[src/rtl/dbg_trig_pkg.sv]
// Constants and types for the debug trigger and breakpoint block
package dbg_trig_pkg;
  // Register byte offsets
  localparam logic [4:0] OFS_COMP_A = 5'h00;
  localparam logic [4:0] OFS_COMP_B = 5'h04;
  localparam logic [4:0] OFS_FIFO_HIGH = 5'h08;
  localparam logic [4:0] OFS_FIFO_LOW = 5'h0C;
  localparam logic [4:0] OFS_CONTROL = 5'h10;
  localparam logic [4:0] OFS_TRIGGER = 5'h14;
  localparam logic [4:0] OFS_STATUS = 5'h18;
  localparam logic [4:0] OFS_BDC_CTRL = 5'h1C;
  // Control register bits
  localparam int CTL_ENABLE = 0;
  localparam int CTL_RUN_START = 1;
  localparam int CTL_BREAK_KIND = 2;
  localparam int CTL_BREAK_EN = 3;
  localparam int CTL_QA_EN = 4;
  localparam int CTL_QA_VAL = 5;
  localparam int CTL_QB_EN = 6;
  localparam int CTL_QB_VAL = 7;
  // Trigger register fields
  localparam int TRIG_MODE_LSB = 0;
  localparam int TRIG_BEGIN = 6;
  localparam int TRIG_FETCH_SEL = 7;
  // Status register fields
  localparam int STS_MATCH_A = 0;
  localparam int STS_MATCH_B = 1;
  localparam int STS_RUN = 2;
  localparam int STS_COUNT_LSB = 4;
  // Trigger modes
  localparam logic [3:0] MODE_A_ONLY = 4'h0;
  localparam logic [3:0] MODE_A_OR_B = 4'h1;
  localparam logic [3:0] MODE_A_THEN_B = 4'h2;
  localparam logic [3:0] MODE_A_AND_B_DATA = 4'h3;
  localparam logic [3:0] MODE_A_AND_NOT_B = 4'h4;
  localparam logic [3:0] MODE_EVENT_B = 4'h5;
  localparam logic [3:0] MODE_A_THEN_EVENT_B = 4'h6;
  localparam logic [3:0] MODE_INSIDE = 4'h7;
  localparam logic [3:0] MODE_OUTSIDE = 4'h8;
  // Capture FIFO and opcode queue sizes
  localparam int FIFO_DEPTH = 8;
  localparam logic [3:0] FIFO_FULL_COUNT = 4'h8;
  localparam int QUEUE_DEPTH = 4;
  localparam logic [2:0] QUEUE_FULL_COUNT = 3'h4;
  // Opcode queue entry bits
  localparam int QE_A = 0;
  localparam int QE_B = 1;
  localparam int QE_BRK = 2;
  typedef enum logic [3:0] {
    ST_IDLE = 4'b0001,
    ST_WAIT_TRIG = 4'b0010,
    ST_STORING = 4'b0100,
    ST_END_TRACE = 4'b1000
  } run_state_t;
endpackage : dbg_trig_pkg

[src/rtl/debug_trigger_breakpoint.sv]
// Debug comparators, trigger modes, capture FIFO and CPU breakpoint requests
// Operation
// RULE1: Tagged opcode marked at fetch; acts only if executed; flushed opcodes do nothing.
// RULE2: Force break waits for current instruction to finish, then enters background.
// RULE3: Tag marker rides the queue with opcode; on execution background is entered.
// RULE4: With fetch trigger select, matches count only once the opcode executes.
// RULE5: Each comparator has its own opcode tracking column in the queue.
// RULE6: A 4-bit mode field selects one of nine trigger modes.
// RULE7: Begin bit picks begin-trace or circular end-trace capture.
// RULE8: Writing run start sets run flag and clears match flags and count.
// RULE9: Begin-trace ends when FIFO full; end-trace ends at trigger.
// RULE10: Writing 0 to run start or enable stops the run at once.
// RULE11: FIFO holds change-of-flow addresses, or data bytes in event-only modes.
// RULE12: Event-only modes ignore the begin bit and always act as begin-trace.
// RULE13: Each comparator may be qualified by read/write matching its value bit.
// RULE14: With break enable, the trigger requests a CPU break of selected kind.
// RULE15: A-only triggers on A match; A-or-B on either match.
// RULE16: A-then-B triggers on B match after any earlier A match.
// RULE17: A-and-B-data needs A address and B low byte data in one cycle.
// RULE18: A-and-not-B-data needs A address and differing data in one cycle.
// RULE19: Tag break in full data modes follows the A address match only.
// RULE20: Event-only modes store bus data on each B match until FIFO full.
// RULE21: Inside range triggers on A<=addr<=B; outside on addr<A or addr>B.
// RULE22: Without background permit a break executes a software interrupt instead.
// RULE23: Comparators are suspended during every background controller access.
// RULE24: Full modes compare write data when A qualifies on writes, else read data.
// RULE25: Each read of the FIFO low byte shifts the next entry into view.
//
// Implementation choices: the address map and the Avalon-MM interface to the registers.
`timescale 1ns/100ps
`default_nettype none
module debug_trigger_breakpoint
  import dbg_trig_pkg::*;
(
  input wire logic ref_clk_in,
  input wire logic sys_rst_in,
  input wire logic [4:0] avs_address_in,
  input wire logic avs_read_in,
  input wire logic avs_write_in,
  input wire logic [31:0] avs_writedata_in,
  output logic [31:0] avs_readdata_out,
  output logic avs_waitrequest_out,
  input wire logic [15:0] cpu_addr_in,
  input wire logic [7:0] cpu_rdata_in,
  input wire logic [7:0] cpu_wdata_in,
  input wire logic cpu_rw_in,
  input wire logic cpu_valid_in,
  input wire logic cpu_fetch_in,
  input wire logic cpu_exec_in,
  input wire logic cpu_flush_in,
  input wire logic cof_valid_in,
  input wire logic [15:0] cof_addr_in,
  input wire logic bdc_access_in,
  output logic tag_mark_out,
  output logic force_pending_out,
  output logic halt_enter_out,
  output logic trap_enter_out
);

  function automatic logic rw_ok(input logic en, input logic val, input logic rw);
    rw_ok = !en || (rw == val);
  endfunction : rw_ok

  logic [15:0] comp_a;
  logic [15:0] comp_b;
  logic [7:0] control;
  logic [7:0] trigger;
  logic permit;
  logic match_a_flag;
  logic match_b_flag;
  logic [3:0] fifo_word_count;
  logic [15:0] fifo [0:FIFO_DEPTH-1];
  logic [2:0] queue [0:QUEUE_DEPTH-1];
  logic [2:0] q_len;
  run_state_t state;
  run_state_t next_state;

  // Bus slave: one wait cycle, then the access completes
  wire req = avs_read_in || avs_write_in;
  wire accept = req && !avs_waitrequest_out;
  wire wr_ctl = accept && avs_write_in && (avs_address_in == OFS_CONTROL);
  wire rd_low = accept && avs_read_in && (avs_address_in == OFS_FIFO_LOW);
  wire run_active = (state != ST_IDLE);

  wire [3:0] mode = trigger[TRIG_MODE_LSB +: 4];
  wire is_event = (mode == MODE_EVENT_B) || (mode == MODE_A_THEN_EVENT_B);
  wire is_full = (mode == MODE_A_AND_B_DATA) || (mode == MODE_A_AND_NOT_B);
  wire begin_mode = trigger[TRIG_BEGIN] || is_event; // RULE12
  wire fetch_sel = trigger[TRIG_FETCH_SEL];
  wire enabled = control[CTL_ENABLE];

  // Comparators
  wire bus_ok = cpu_valid_in && !bdc_access_in; // RULE23
  wire rw_qa = rw_ok(control[CTL_QA_EN], control[CTL_QA_VAL], cpu_rw_in); // RULE13
  wire rw_qb = rw_ok(control[CTL_QB_EN], control[CTL_QB_VAL], cpu_rw_in); // RULE13
  wire addr_a_hit = bus_ok && (cpu_addr_in == comp_a) && rw_qa;
  wire addr_b_hit = bus_ok && (cpu_addr_in == comp_b) && rw_qb;
  wire use_wdata = control[CTL_QA_EN] && !control[CTL_QA_VAL];
  wire [7:0] data_bus = use_wdata ? cpu_wdata_in : cpu_rdata_in; // RULE24
  wire data_hit = (data_bus == comp_b[7:0]);
  wire in_range = bus_ok && (cpu_addr_in >= comp_a) && (cpu_addr_in <= comp_b);
  wire out_range = bus_ok && ((cpu_addr_in < comp_a) || (cpu_addr_in > comp_b));

  // Opcode tracking: head entry retires when the CPU executes it
  wire [2:0] q_head = queue[0];
  wire head_valid = (q_len != 3'h0);
  wire exec_head = cpu_exec_in && head_valid && !cpu_flush_in;
  wire a_evt = fetch_sel ? (exec_head && q_head[QE_A]) : addr_a_hit; // RULE4
  wire b_evt = fetch_sel ? (exec_head && q_head[QE_B]) : addr_b_hit; // RULE4

  logic trig;
  always_comb begin
    trig = 1'b0;
    case (mode) // RULE6
      MODE_A_ONLY: trig = a_evt; // RULE15
      MODE_A_OR_B: trig = a_evt || b_evt; // RULE15
      MODE_A_THEN_B: trig = b_evt && match_a_flag; // RULE16
      MODE_A_AND_B_DATA: trig = a_evt && data_hit; // RULE17
      MODE_A_AND_NOT_B: trig = a_evt && !data_hit; // RULE18
      MODE_EVENT_B: trig = b_evt; // RULE20
      MODE_A_THEN_EVENT_B: trig = b_evt && match_a_flag; // RULE20
      MODE_INSIDE: trig = in_range; // RULE21
      MODE_OUTSIDE: trig = out_range; // RULE21
      default: trig = 1'b0;
    endcase
  end

  // Break requests
  wire brk_on = enabled && control[CTL_BREAK_EN]; // RULE14
  wire tag_kind = control[CTL_BREAK_KIND];
  wire tag_cond = is_full ? addr_a_hit : trig; // RULE19
  wire tag_now = brk_on && tag_kind && cpu_fetch_in && tag_cond; // RULE1
  wire force_now = brk_on && !tag_kind && trig; // RULE14
  // Break taken at the instruction boundary, from either the force or a tagged head
  wire brk_take = (cpu_exec_in && force_pending_out) || (exec_head && q_head[QE_BRK]); // RULE2 RULE3

  // Run control
  wire arm_write = wr_ctl && avs_writedata_in[CTL_RUN_START] && avs_writedata_in[CTL_ENABLE];
  wire stop_write = wr_ctl && !arm_write; // RULE10
  wire fifo_full = (fifo_word_count == FIFO_FULL_COUNT);

  always_comb begin
    next_state = state;
    case (state)
      ST_IDLE: begin
        if (arm_write) begin
          next_state = begin_mode ? (is_event ? ST_STORING : ST_WAIT_TRIG) : ST_END_TRACE; // RULE7
        end
      end
      ST_WAIT_TRIG: begin
        if (stop_write) begin
          next_state = ST_IDLE;
        end else if (trig) begin
          next_state = ST_STORING; // RULE7
        end
      end
      ST_STORING: begin
        if (stop_write || fifo_full) begin
          next_state = ST_IDLE; // RULE9
        end
      end
      ST_END_TRACE: begin
        if (stop_write || trig) begin
          next_state = ST_IDLE; // RULE9
        end
      end
      default: next_state = ST_IDLE;
    endcase
  end

  // Capture: addresses normally, data byte in event-only modes
  wire push_cof = !is_event && cof_valid_in &&
    ((state == ST_STORING) || (state == ST_END_TRACE)); // RULE11
  wire push_evt = is_event && (state == ST_STORING) && trig; // RULE20
  wire push = (push_cof || push_evt) && !rd_low && !arm_write;
  wire [15:0] push_word = is_event ? {8'h00, data_bus} : cof_addr_in; // RULE11
  wire pop = rd_low && (fifo_word_count != 4'h0);

  always_ff @(posedge ref_clk_in or posedge sys_rst_in) begin
    if (sys_rst_in) begin
      state <= ST_IDLE;
    end else begin
      state <= next_state;
    end
  end

  always_ff @(posedge ref_clk_in or posedge sys_rst_in) begin
    if (sys_rst_in) begin
      fifo_word_count <= 4'h0;
    end else if (arm_write) begin
      fifo_word_count <= 4'h0; // RULE8
    end else if (pop) begin
      fifo_word_count <= fifo_word_count - 4'h1; // RULE25
    end else if (push && !fifo_full) begin
      fifo_word_count <= fifo_word_count + 4'h1;
    end
  end

  // Shift-register FIFO: entry 0 is the one visible at the data port
  always_ff @(posedge ref_clk_in) begin
    for (int i = 0; i < FIFO_DEPTH; i++) begin
      if (pop) begin
        fifo[i] <= (i == FIFO_DEPTH - 1) ? 16'h0000 : fifo[i+1]; // RULE25
      end else if (push && fifo_full && (state == ST_END_TRACE)) begin
        // Circular store drops the oldest entry
        fifo[i] <= (i == FIFO_DEPTH - 1) ? push_word : fifo[i+1]; // RULE7
      end else if (push && !fifo_full && (fifo_word_count == 4'(i))) begin
        fifo[i] <= push_word;
      end
    end
  end

  // Match flags: a new match wins over the clear from a run start only while a run is already active
  always_ff @(posedge ref_clk_in or posedge sys_rst_in) begin
    if (sys_rst_in) begin
      match_a_flag <= 1'b0;
      match_b_flag <= 1'b0;
    end else begin
      match_a_flag <= (match_a_flag && !arm_write) || (run_active && a_evt); // RULE8
      match_b_flag <= (match_b_flag && !arm_write) || (run_active && b_evt); // RULE8
    end
  end

  // Opcode queue with one column per comparator plus the break tag
  wire q_push = cpu_fetch_in && !cpu_flush_in && (q_len != QUEUE_FULL_COUNT);
  wire [2:0] q_entry = {tag_now, addr_b_hit, addr_a_hit}; // RULE5
  always_ff @(posedge ref_clk_in or posedge sys_rst_in) begin
    if (sys_rst_in) begin
      q_len <= 3'h0;
    end else if (cpu_flush_in) begin
      q_len <= 3'h0; // RULE1
    end else begin
      q_len <= q_len + 3'(q_push) - 3'(exec_head);
    end
  end

  always_ff @(posedge ref_clk_in) begin
    for (int i = 0; i < QUEUE_DEPTH; i++) begin
      if (exec_head) begin
        if (q_push && (3'(i) == q_len - 3'h1)) begin
          queue[i] <= q_entry;
        end else if (i < QUEUE_DEPTH - 1) begin
          queue[i] <= queue[i+1];
        end
      end else if (q_push && (3'(i) == q_len)) begin
        queue[i] <= q_entry; // RULE3
      end
    end
  end

  // CPU break outputs
  always_ff @(posedge ref_clk_in or posedge sys_rst_in) begin
    if (sys_rst_in) begin
      tag_mark_out <= 1'b0;
      force_pending_out <= 1'b0;
      halt_enter_out <= 1'b0;
      trap_enter_out <= 1'b0;
    end else begin
      tag_mark_out <= tag_now && q_push; // RULE1
      force_pending_out <= force_now || (force_pending_out && !cpu_exec_in); // RULE2
      halt_enter_out <= brk_take && permit; // RULE3
      trap_enter_out <= brk_take && !permit; // RULE22
    end
  end

  // Register writes
  always_ff @(posedge ref_clk_in or posedge sys_rst_in) begin
    if (sys_rst_in) begin
      comp_a <= 16'h0000;
      comp_b <= 16'h0000;
      control <= 8'h00;
      trigger <= 8'h00;
      permit <= 1'b0;
    end else if (accept && avs_write_in) begin
      if (avs_address_in == OFS_COMP_A) begin
        comp_a <= avs_writedata_in[15:0];
      end else if (avs_address_in == OFS_COMP_B) begin
        comp_b <= avs_writedata_in[15:0];
      end else if (avs_address_in == OFS_CONTROL) begin
        control <= avs_writedata_in[7:0];
      end else if (avs_address_in == OFS_TRIGGER) begin
        trigger <= avs_writedata_in[7:0];
      end else if (avs_address_in == OFS_BDC_CTRL) begin
        permit <= avs_writedata_in[0];
      end
    end
  end

  // Read mux; the run start bit reads back the live run state
  wire [7:0] status = {fifo_word_count, 1'b0, run_active, match_b_flag, match_a_flag};
  wire [7:0] ctl_rd = {control[7:2], run_active, control[CTL_ENABLE]};
  wire [31:0] rd_mux =
    (avs_address_in == OFS_COMP_A) ? {16'h0000, comp_a} :
    (avs_address_in == OFS_COMP_B) ? {16'h0000, comp_b} :
    (avs_address_in == OFS_FIFO_HIGH) ? {24'h00_0000, fifo[0][15:8]} :
    (avs_address_in == OFS_FIFO_LOW) ? {24'h00_0000, fifo[0][7:0]} :
    (avs_address_in == OFS_CONTROL) ? {24'h00_0000, ctl_rd} :
    (avs_address_in == OFS_TRIGGER) ? {24'h00_0000, trigger} :
    (avs_address_in == OFS_STATUS) ? {24'h00_0000, status} :
    (avs_address_in == OFS_BDC_CTRL) ? {31'h0000_0000, permit} : 32'h0000_0000;

  always_ff @(posedge ref_clk_in or posedge sys_rst_in) begin
    if (sys_rst_in) begin
      avs_waitrequest_out <= 1'b1;
      avs_readdata_out <= 32'h0000_0000;
    end else begin
      avs_waitrequest_out <= !(req && avs_waitrequest_out);
      if (req && avs_waitrequest_out) begin
        avs_readdata_out <= rd_mux;
      end
    end
  end

  // Checks
  property p_arm_clears;
    @(posedge ref_clk_in) disable iff (sys_rst_in)
    arm_write && !run_active |=> run_active && fifo_word_count == 4'h0 && !(match_a_flag && !$past(a_evt));
  endproperty
  a_arm_clears: assert property (p_arm_clears) else $error("run start did not arm and clear"); // RULE8

  property p_stop;
    @(posedge ref_clk_in) disable iff (sys_rst_in)
    stop_write |=> !run_active;
  endproperty
  a_stop: assert property (p_stop) else $error("run not stopped by control write"); // RULE10

  property p_full_ends;
    @(posedge ref_clk_in) disable iff (sys_rst_in)
    state == ST_STORING && fifo_full |=> state == ST_IDLE;
  endproperty
  a_full_ends: assert property (p_full_ends) else $error("begin trace ran past full FIFO"); // RULE9

  property p_end_trig;
    @(posedge ref_clk_in) disable iff (sys_rst_in)
    state == ST_END_TRACE && trig |=> state == ST_IDLE;
  endproperty
  a_end_trig: assert property (p_end_trig) else $error("end trace not ended by trigger"); // RULE9

  property p_force_waits;
    @(posedge ref_clk_in) disable iff (sys_rst_in)
    force_pending_out && !cpu_exec_in |=> force_pending_out && !halt_enter_out && !trap_enter_out;
  endproperty
  a_force_waits: assert property (p_force_waits) else $error("force break acted early"); // RULE2

  property p_trap;
    @(posedge ref_clk_in) disable iff (sys_rst_in)
    brk_take && !permit |=> trap_enter_out && !halt_enter_out;
  endproperty
  a_trap: assert property (p_trap) else $error("break without permit did not trap"); // RULE22

  property p_flush;
    @(posedge ref_clk_in) disable iff (sys_rst_in)
    cpu_flush_in |=> q_len == 3'h0 ##1
      (!halt_enter_out && !trap_enter_out || $past(force_pending_out));
  endproperty
  a_flush: assert property (p_flush) else $error("flushed opcodes still tracked"); // RULE1

  property p_bdc_quiet;
    @(posedge ref_clk_in) disable iff (sys_rst_in)
    bdc_access_in |-> !addr_a_hit && !addr_b_hit && !in_range && !out_range;
  endproperty
  a_bdc_quiet: assert property (p_bdc_quiet) else $error("comparator matched during BDC access"); // RULE23

  property p_read_shift;
    @(posedge ref_clk_in) disable iff (sys_rst_in)
    pop && !arm_write |=> fifo_word_count == $past(fifo_word_count) - 4'h1;
  endproperty
  a_read_shift: assert property (p_read_shift) else $error("low byte read did not shift FIFO"); // RULE25

  property p_inside;
    @(posedge ref_clk_in) disable iff (sys_rst_in)
    mode == MODE_INSIDE && bus_ok && cpu_addr_in >= comp_a && cpu_addr_in <= comp_b |-> trig;
  endproperty
  a_inside: assert property (p_inside) else $error("inside range missed"); // RULE21

  c_begin_run: cover property (@(posedge ref_clk_in) state == ST_WAIT_TRIG ##[1:50] state == ST_STORING);
  c_end_run: cover property (@(posedge ref_clk_in) state == ST_END_TRACE ##1 state == ST_IDLE);
  c_tag_break: cover property (@(posedge ref_clk_in) tag_mark_out ##[1:20] halt_enter_out);
  c_force_trap: cover property (@(posedge ref_clk_in) force_pending_out ##[1:20] trap_enter_out);

endmodule : debug_trigger_breakpoint
`default_nettype wire

[config.mk]
export PLATFORM = sky130hd
export DESIGN_NAME = debug_trigger_breakpoint
export DESIGN_NICKNAME = d
export VERILOG_FILES = /design/src/rtl/dbg_trig_pkg.sv /design/src/rtl/debug_trigger_breakpoint.sv
export SDC_FILE = /design/constraint.sdc
export NUM_CORES = 1
export LEC_CHECK = 0
export BUFFER_PORTS_ARGS = -buffer_cell sky130_fd_sc_hd__buf_2
export CORE_MARGIN = 2
export CORE_UTILIZATION = 40
export CTS_CLUSTER_SIZE = 28
export DETAILED_ROUTE_END_ITERATION = 10
export PLACE_DENSITY = 0.7
export SLEW_MARGIN = 0
export SYNTH_ARGS = -nofsm -noshare
export SYNTH_HDL_FRONTEND = slang
export SYNTH_SLANG_ARGS = --single-unit
[constraint.sdc]
create_clock -name ref_clk_in -period 4.1 [get_ports ref_clk_in]
set_input_delay 0.41 -clock ref_clk_in [delete_from_list [all_inputs] [get_ports ref_clk_in]]
set_output_delay 0.41 -clock ref_clk_in [all_outputs]
set_load 0.01 [all_outputs]
==> flow_results.xml <==
<?xml version="1.0" encoding="UTF-8"?>
<metrics>
  <group name="sta">
    <metric name="timing_worst_slew_pin_value" unit="ps">1080</metric>
    <metric name="finalCritPeriodShare" unit="%">92.8</metric>
    <metric name="setup_repair_after_global_routing_missed_its_margin" unit="">false</metric>
    <metric name="max_clock_freq" unit="MHz">263</metric>
    <metric name="final_hold_viol_count" unit="">0</metric>
    <metric name="slew-limit-headroom" unit="%">27.4</metric>
    <metric name="fin_crit" unit="ps">3800</metric>
    <metric name="smallest_hold_slack" unit="ps">78.9</metric>
    <metric name="final.setup.tns" unit="ps">0</metric>
    <metric name="report.final.setup_viol" unit="">0</metric>
    <metric name="timing.clock.skew" unit="ps">10.7</metric>
    <metric name="maxSlewViolCount" unit="">0</metric>
  </group>
  <group name="clock_network">
    <metric name="post_cts_resize_count" unit="">0</metric>
    <metric name="clock_tree.root_cell" unit="">clkbuf_16</metric>
    <metric name="worst_path_clk_slew" unit="ps">60</metric>
    <metric name="htree_levels" unit="">1</metric>
    <metric name="cts-hold-fix-buffers" unit="">0</metric>
    <metric name="clock_insertion_delay_worst_skew" unit="ps">510</metric>
    <metric name="cts_max_path_buffers" unit="">3</metric>
    <metric name="cts_inserted_buffers" unit="">23</metric>
    <metric name="cts.sink_count" unit="">222</metric>
    <metric name="cts_setup_buffers" unit="">0</metric>
    <metric name="cts_tree" unit="">built</metric>
  </group>
  <group name="die">
    <metric name="core" unit="mm²">0.0285</metric>
    <metric name="height_of_the_chip" unit="µm">174</metric>
    <metric name="die_width" unit="µm">174</metric>
    <metric name="floorplan.die_area" unit="mm²">0.0303</metric>
    <metric name="pin_count" unit="">133</metric>
    <metric name="starting_utilization_of_the_core_area" unit="%">40.5</metric>
    <metric name="cell_row_count" unit="">62</metric>
  </group>
  <group name="synth">
    <metric name="dominantRegCellSynth" unit="">edfxtp_1</metric>
    <metric name="syn-cell-area" unit="mm²">0.0116</metric>
    <metric name="post_synth_edffs" unit="">140</metric>
    <metric name="synth_warnings" unit="">0</metric>
    <metric name="synth.distinct_cells" unit="">77</metric>
    <metric name="synth.ff_latch_count" unit="">222</metric>
    <metric name="post_synth.cell_area_avg" unit="µm²">11.9</metric>
    <metric name="async_flop_share" unit="%">36.9</metric>
    <metric name="number_of_standard_cells_after_synthesis" unit="">969</metric>
    <metric name="synth.yosys.seq_area_share" unit="%">54.2</metric>
  </group>
  <group name="worst_setup_path">
    <metric name="timing.critical_path.max_delay_family" unit="">compound AO/OA/AOI/OAI gates</metric>
    <metric name="worst_setup_path_start_kind" unit="">flop</metric>
    <metric name="worstReg2RegStart" unit="">comp_b[7]</metric>
    <metric name="worst_setup_slack_for_register_to_register_paths" unit="ps">300</metric>
    <metric name="timing.critical_path.slowest_cell_delay" unit="ps">460</metric>
    <metric name="critical_path_required" unit="ps">4300</metric>
    <metric name="cell_breakdown_of_the_critical_path" unit="">inv_1 -&gt; ha_1 -&gt; nand4_1 -&gt; nor3_1 -&gt; a31oi_1 -&gt; a2111o_1 -&gt; a311oi_4 -&gt; o31ai_4 -&gt; buf_4 -&gt; nor3_4 -&gt; buf_4 -&gt; nand2b_1 -&gt; buf_4</metric>
    <metric name="r2r_cells" unit="">13</metric>
    <metric name="setup.worst_path.end_class" unit="">flop</metric>
    <metric name="cpMaxStageDelayCell" unit="">dfrtp_1</metric>
    <metric name="critPathCapture" unit="">fifo[0][41]</metric>
    <metric name="worstSetupPathType" unit="">reg -&gt; reg</metric>
    <metric name="worstPathArrival" unit="ps">4000</metric>
    <metric name="timing.critical_path.buf_inv" unit="">4</metric>
    <metric name="critical_path.reg2reg.endpoint" unit="">fifo[0][41]</metric>
    <metric name="critical_path_peak_fanout" unit="">17</metric>
    <metric name="cp_num_cells" unit="">13</metric>
    <metric name="crit_top_cell" unit="">buf_4</metric>
    <metric name="startpoint" unit="">comp_b[7]</metric>
  </group>
  <group name="finish">
    <metric name="syn2layout_area_growth" unit="%">15.3</metric>
    <metric name="num_antenna_cells" unit="">0</metric>
    <metric name="mostFrequentLayoutCell" unit="">edfxtp_1</metric>
    <metric name="total_of_fill_cells_in_the_finished_design" unit="">2639</metric>
    <metric name="finalNetCount" unit="">1222</metric>
    <metric name="most-common-layout-cells" unit="">edfxtp_1, nand2_1, mux2_2, buf_2, o21ai_0</metric>
    <metric name="drive_above_1_share" unit="%">29.5</metric>
  </group>
  <group name="place">
    <metric name="gp_routability_congestion" unit="">0.847</metric>
    <metric name="detailed_place_hpwl" unit="µm">19000</metric>
    <metric name="numPortBuffers" unit="">100</metric>
  </group>
  <group name="global_route">
    <metric name="grt.total_usage" unit="%">16.8</metric>
    <metric name="grt_start_max_net_pins" unit="">58</metric>
    <metric name="grt_overflow" unit="">0</metric>
    <metric name="number_of_antenna_violations_at_the_first_check_in_global_routing" unit="">0</metric>
    <metric name="via_count_of_the_first_global_routing_pass" unit="">7905</metric>
    <metric name="grt_first_pass_wirelength" unit="µm">41000</metric>
  </group>
  <group name="power">
    <metric name="power_density" unit="mW/mm²">418</metric>
    <metric name="irDropWorstVdd" unit="mV">0.284</metric>
    <metric name="power_leakage" unit="µW">0.00544</metric>
    <metric name="post-layout-total-power" unit="µW">5570</metric>
  </group>
  <group name="drt">
    <metric name="wl_per_cell" unit="µm">17.1</metric>
    <metric name="detailed_routing_iteration_count_for_the_pre_antenna_repair_pass" unit="">5</metric>
    <metric name="drt-initial-drc-count" unit="">579</metric>
    <metric name="detail_route.vias_per_cell" unit="">5.24</metric>
    <metric name="vias" unit="">7797</metric>
    <metric name="final_antenna_net_count" unit="">0</metric>
    <metric name="detail_route.wirelength" unit="µm">25500</metric>
    <metric name="drcViolationCount" unit="">0</metric>
  </group>
  <group name="run_status">
    <metric name="status" unit="">complete, no violations</metric>
  </group>
  <group name="run">
    <metric name="maxCapViolCount" unit="">0</metric>
  </group>
  <group name="min_path">
    <metric name="tightest_hold_check_type" unit="">in -&gt; async</metric>
  </group>
</metrics>
[sequential cells by signal, indices dropped and copies added, names as in the netlist]
name and flops:
fifo 128, avs_readdata_out 16, comp_a 16, comp_b 16, queue 12, trigger 8
control 7, fifo_word_count 4, state 4, q_len 3, avs_waitrequest_out 1, force_pending_out 1
halt_enter_out 1, match_a_flag 1, match_b_flag 1, permit 1, tag_mark_out 1, trap_enter_out 1
[cell type report]
type	count	area, µm²	area share (%)
Multi-Input combinational cell	654	4880	36.7
Clock inverter	15	140	1.05
Sequential cell	222	6260	47.0
Clock buffer	26	607	4.55
Tap cell	384	480	3.61
Inverter	51	193	1.45
Timing Repair Buffer	135	763	5.73
[cell usage after synthesis, types with 3 or more instances]
| library cell | instances | area share (%) |
|---|---|---|
| clkbuf_1 | 26 | 0.84 |
| ha_1 | 38 | 4.1 |
| nor3_1 | 16 | 0.69 |
| nor4_1 | 4 | 0.22 |
| buf_1 | 3 | 0.097 |
| mux2i_1 | 23 | 2.0 |
| a221oi_1 | 4 | 0.30 |
| a31oi_1 | 10 | 0.54 |
| xor2_1 | 5 | 0.38 |
| a21oi_1 | 20 | 0.87 |
| a211oi_1 | 4 | 0.26 |
| and4_1 | 3 | 0.23 |
| o2111ai_1 | 5 | 0.38 |
| a222oi_1 | 3 | 0.26 |
| edfxtp_1 | 140 | 36 |
| nand3_1 | 14 | 0.61 |
| and3_1 | 3 | 0.16 |
| nor3_4 | 4 | 0.56 |
| nor2_1 | 35 | 1.1 |
| nand4_1 | 7 | 0.38 |
| and2_1 | 8 | 0.43 |
| buf_2 | 5 | 0.22 |
| mux2_4 | 19 | 2.5 |
| inv_1 | 50 | 1.6 |
| nor2b_1 | 18 | 0.97 |
| dfrtp_1 | 80 | 17 |
| or4_1 | 3 | 0.19 |
| o221ai_1 | 5 | 0.38 |
| nand2b_1 | 17 | 0.92 |
| mux2_2 | 105 | 10 |
| nand2_1 | 114 | 3.7 |
| o21ai_0 | 83 | 3.6 |
| buf_4 | 20 | 1.3 |
| xnor2_1 | 4 | 0.30 |
| a21o_1 | 4 | 0.26 |
| a22oi_1 | 12 | 0.78 |
| o31ai_1 | 3 | 0.19 |
[stage by stage]
step                      area (µm²)  setup WS, ps  utilization [%]  cells
after floorplan                11600           200                -    984
after global placement         12600           138             44.0   1446
after detailed placement       12600          51.1             44.0   1446
after CTS                      13300           111             46.7   1487
after global routing           13300           119             46.7   1487
final                          13300           296             46.7   1487
[cells by family (layout without fill, tap and decap cells)]
logic type	count (synthesis)	after routing	synth area share (%)
AO/OA/AOI/OAI	180	180	10.1
XOR/XNOR	9	9	0.682
adder cells (fa/ha/maj)	39	39	4.29
buffers and inverters	108	227	4.44
flip-flops	222	222	54.2
multiplexers	147	147	14.7
other	1	16	0.0325
AND/OR/NAND/NOR	263	263	11.6
[worst min path at each step]
stage / from / to / slack, ps / cells past startpoint
floorplan: permit / trap_enter_out / 400 / 1
global placement: permit / trap_enter_out / 410 / 1
detailed placement: permit / trap_enter_out / 420 / 1
CTS: sys_rst_in / avs_readdata_out[12] / 100 / 2
global route: avs_writedata_in[13] / comp_b[13] / 120 / 3
finish: sys_rst_in / avs_readdata_out[0] / 80 / 2
[power by group]
part / internal, µW / switching, µW / total [µW]
clock: 1190 / 865 / 2060
combinational: 335 / 505 / 840
sequential: 2520 / 152 / 2670
[metal layers]
metal  share of wire, %  routed length (µm)  vias up  global-route usage [%]
met5                  0                   0        -                       0
li1                   -                   -     3763                       -
met4                1.9                 487        0                    4.45
met3                5.2                1320       37                    2.84
met1                 46               11600     3776                    22.9
met2                 47               12100      221                    28.0
Power figures use the tool's default switching activity.
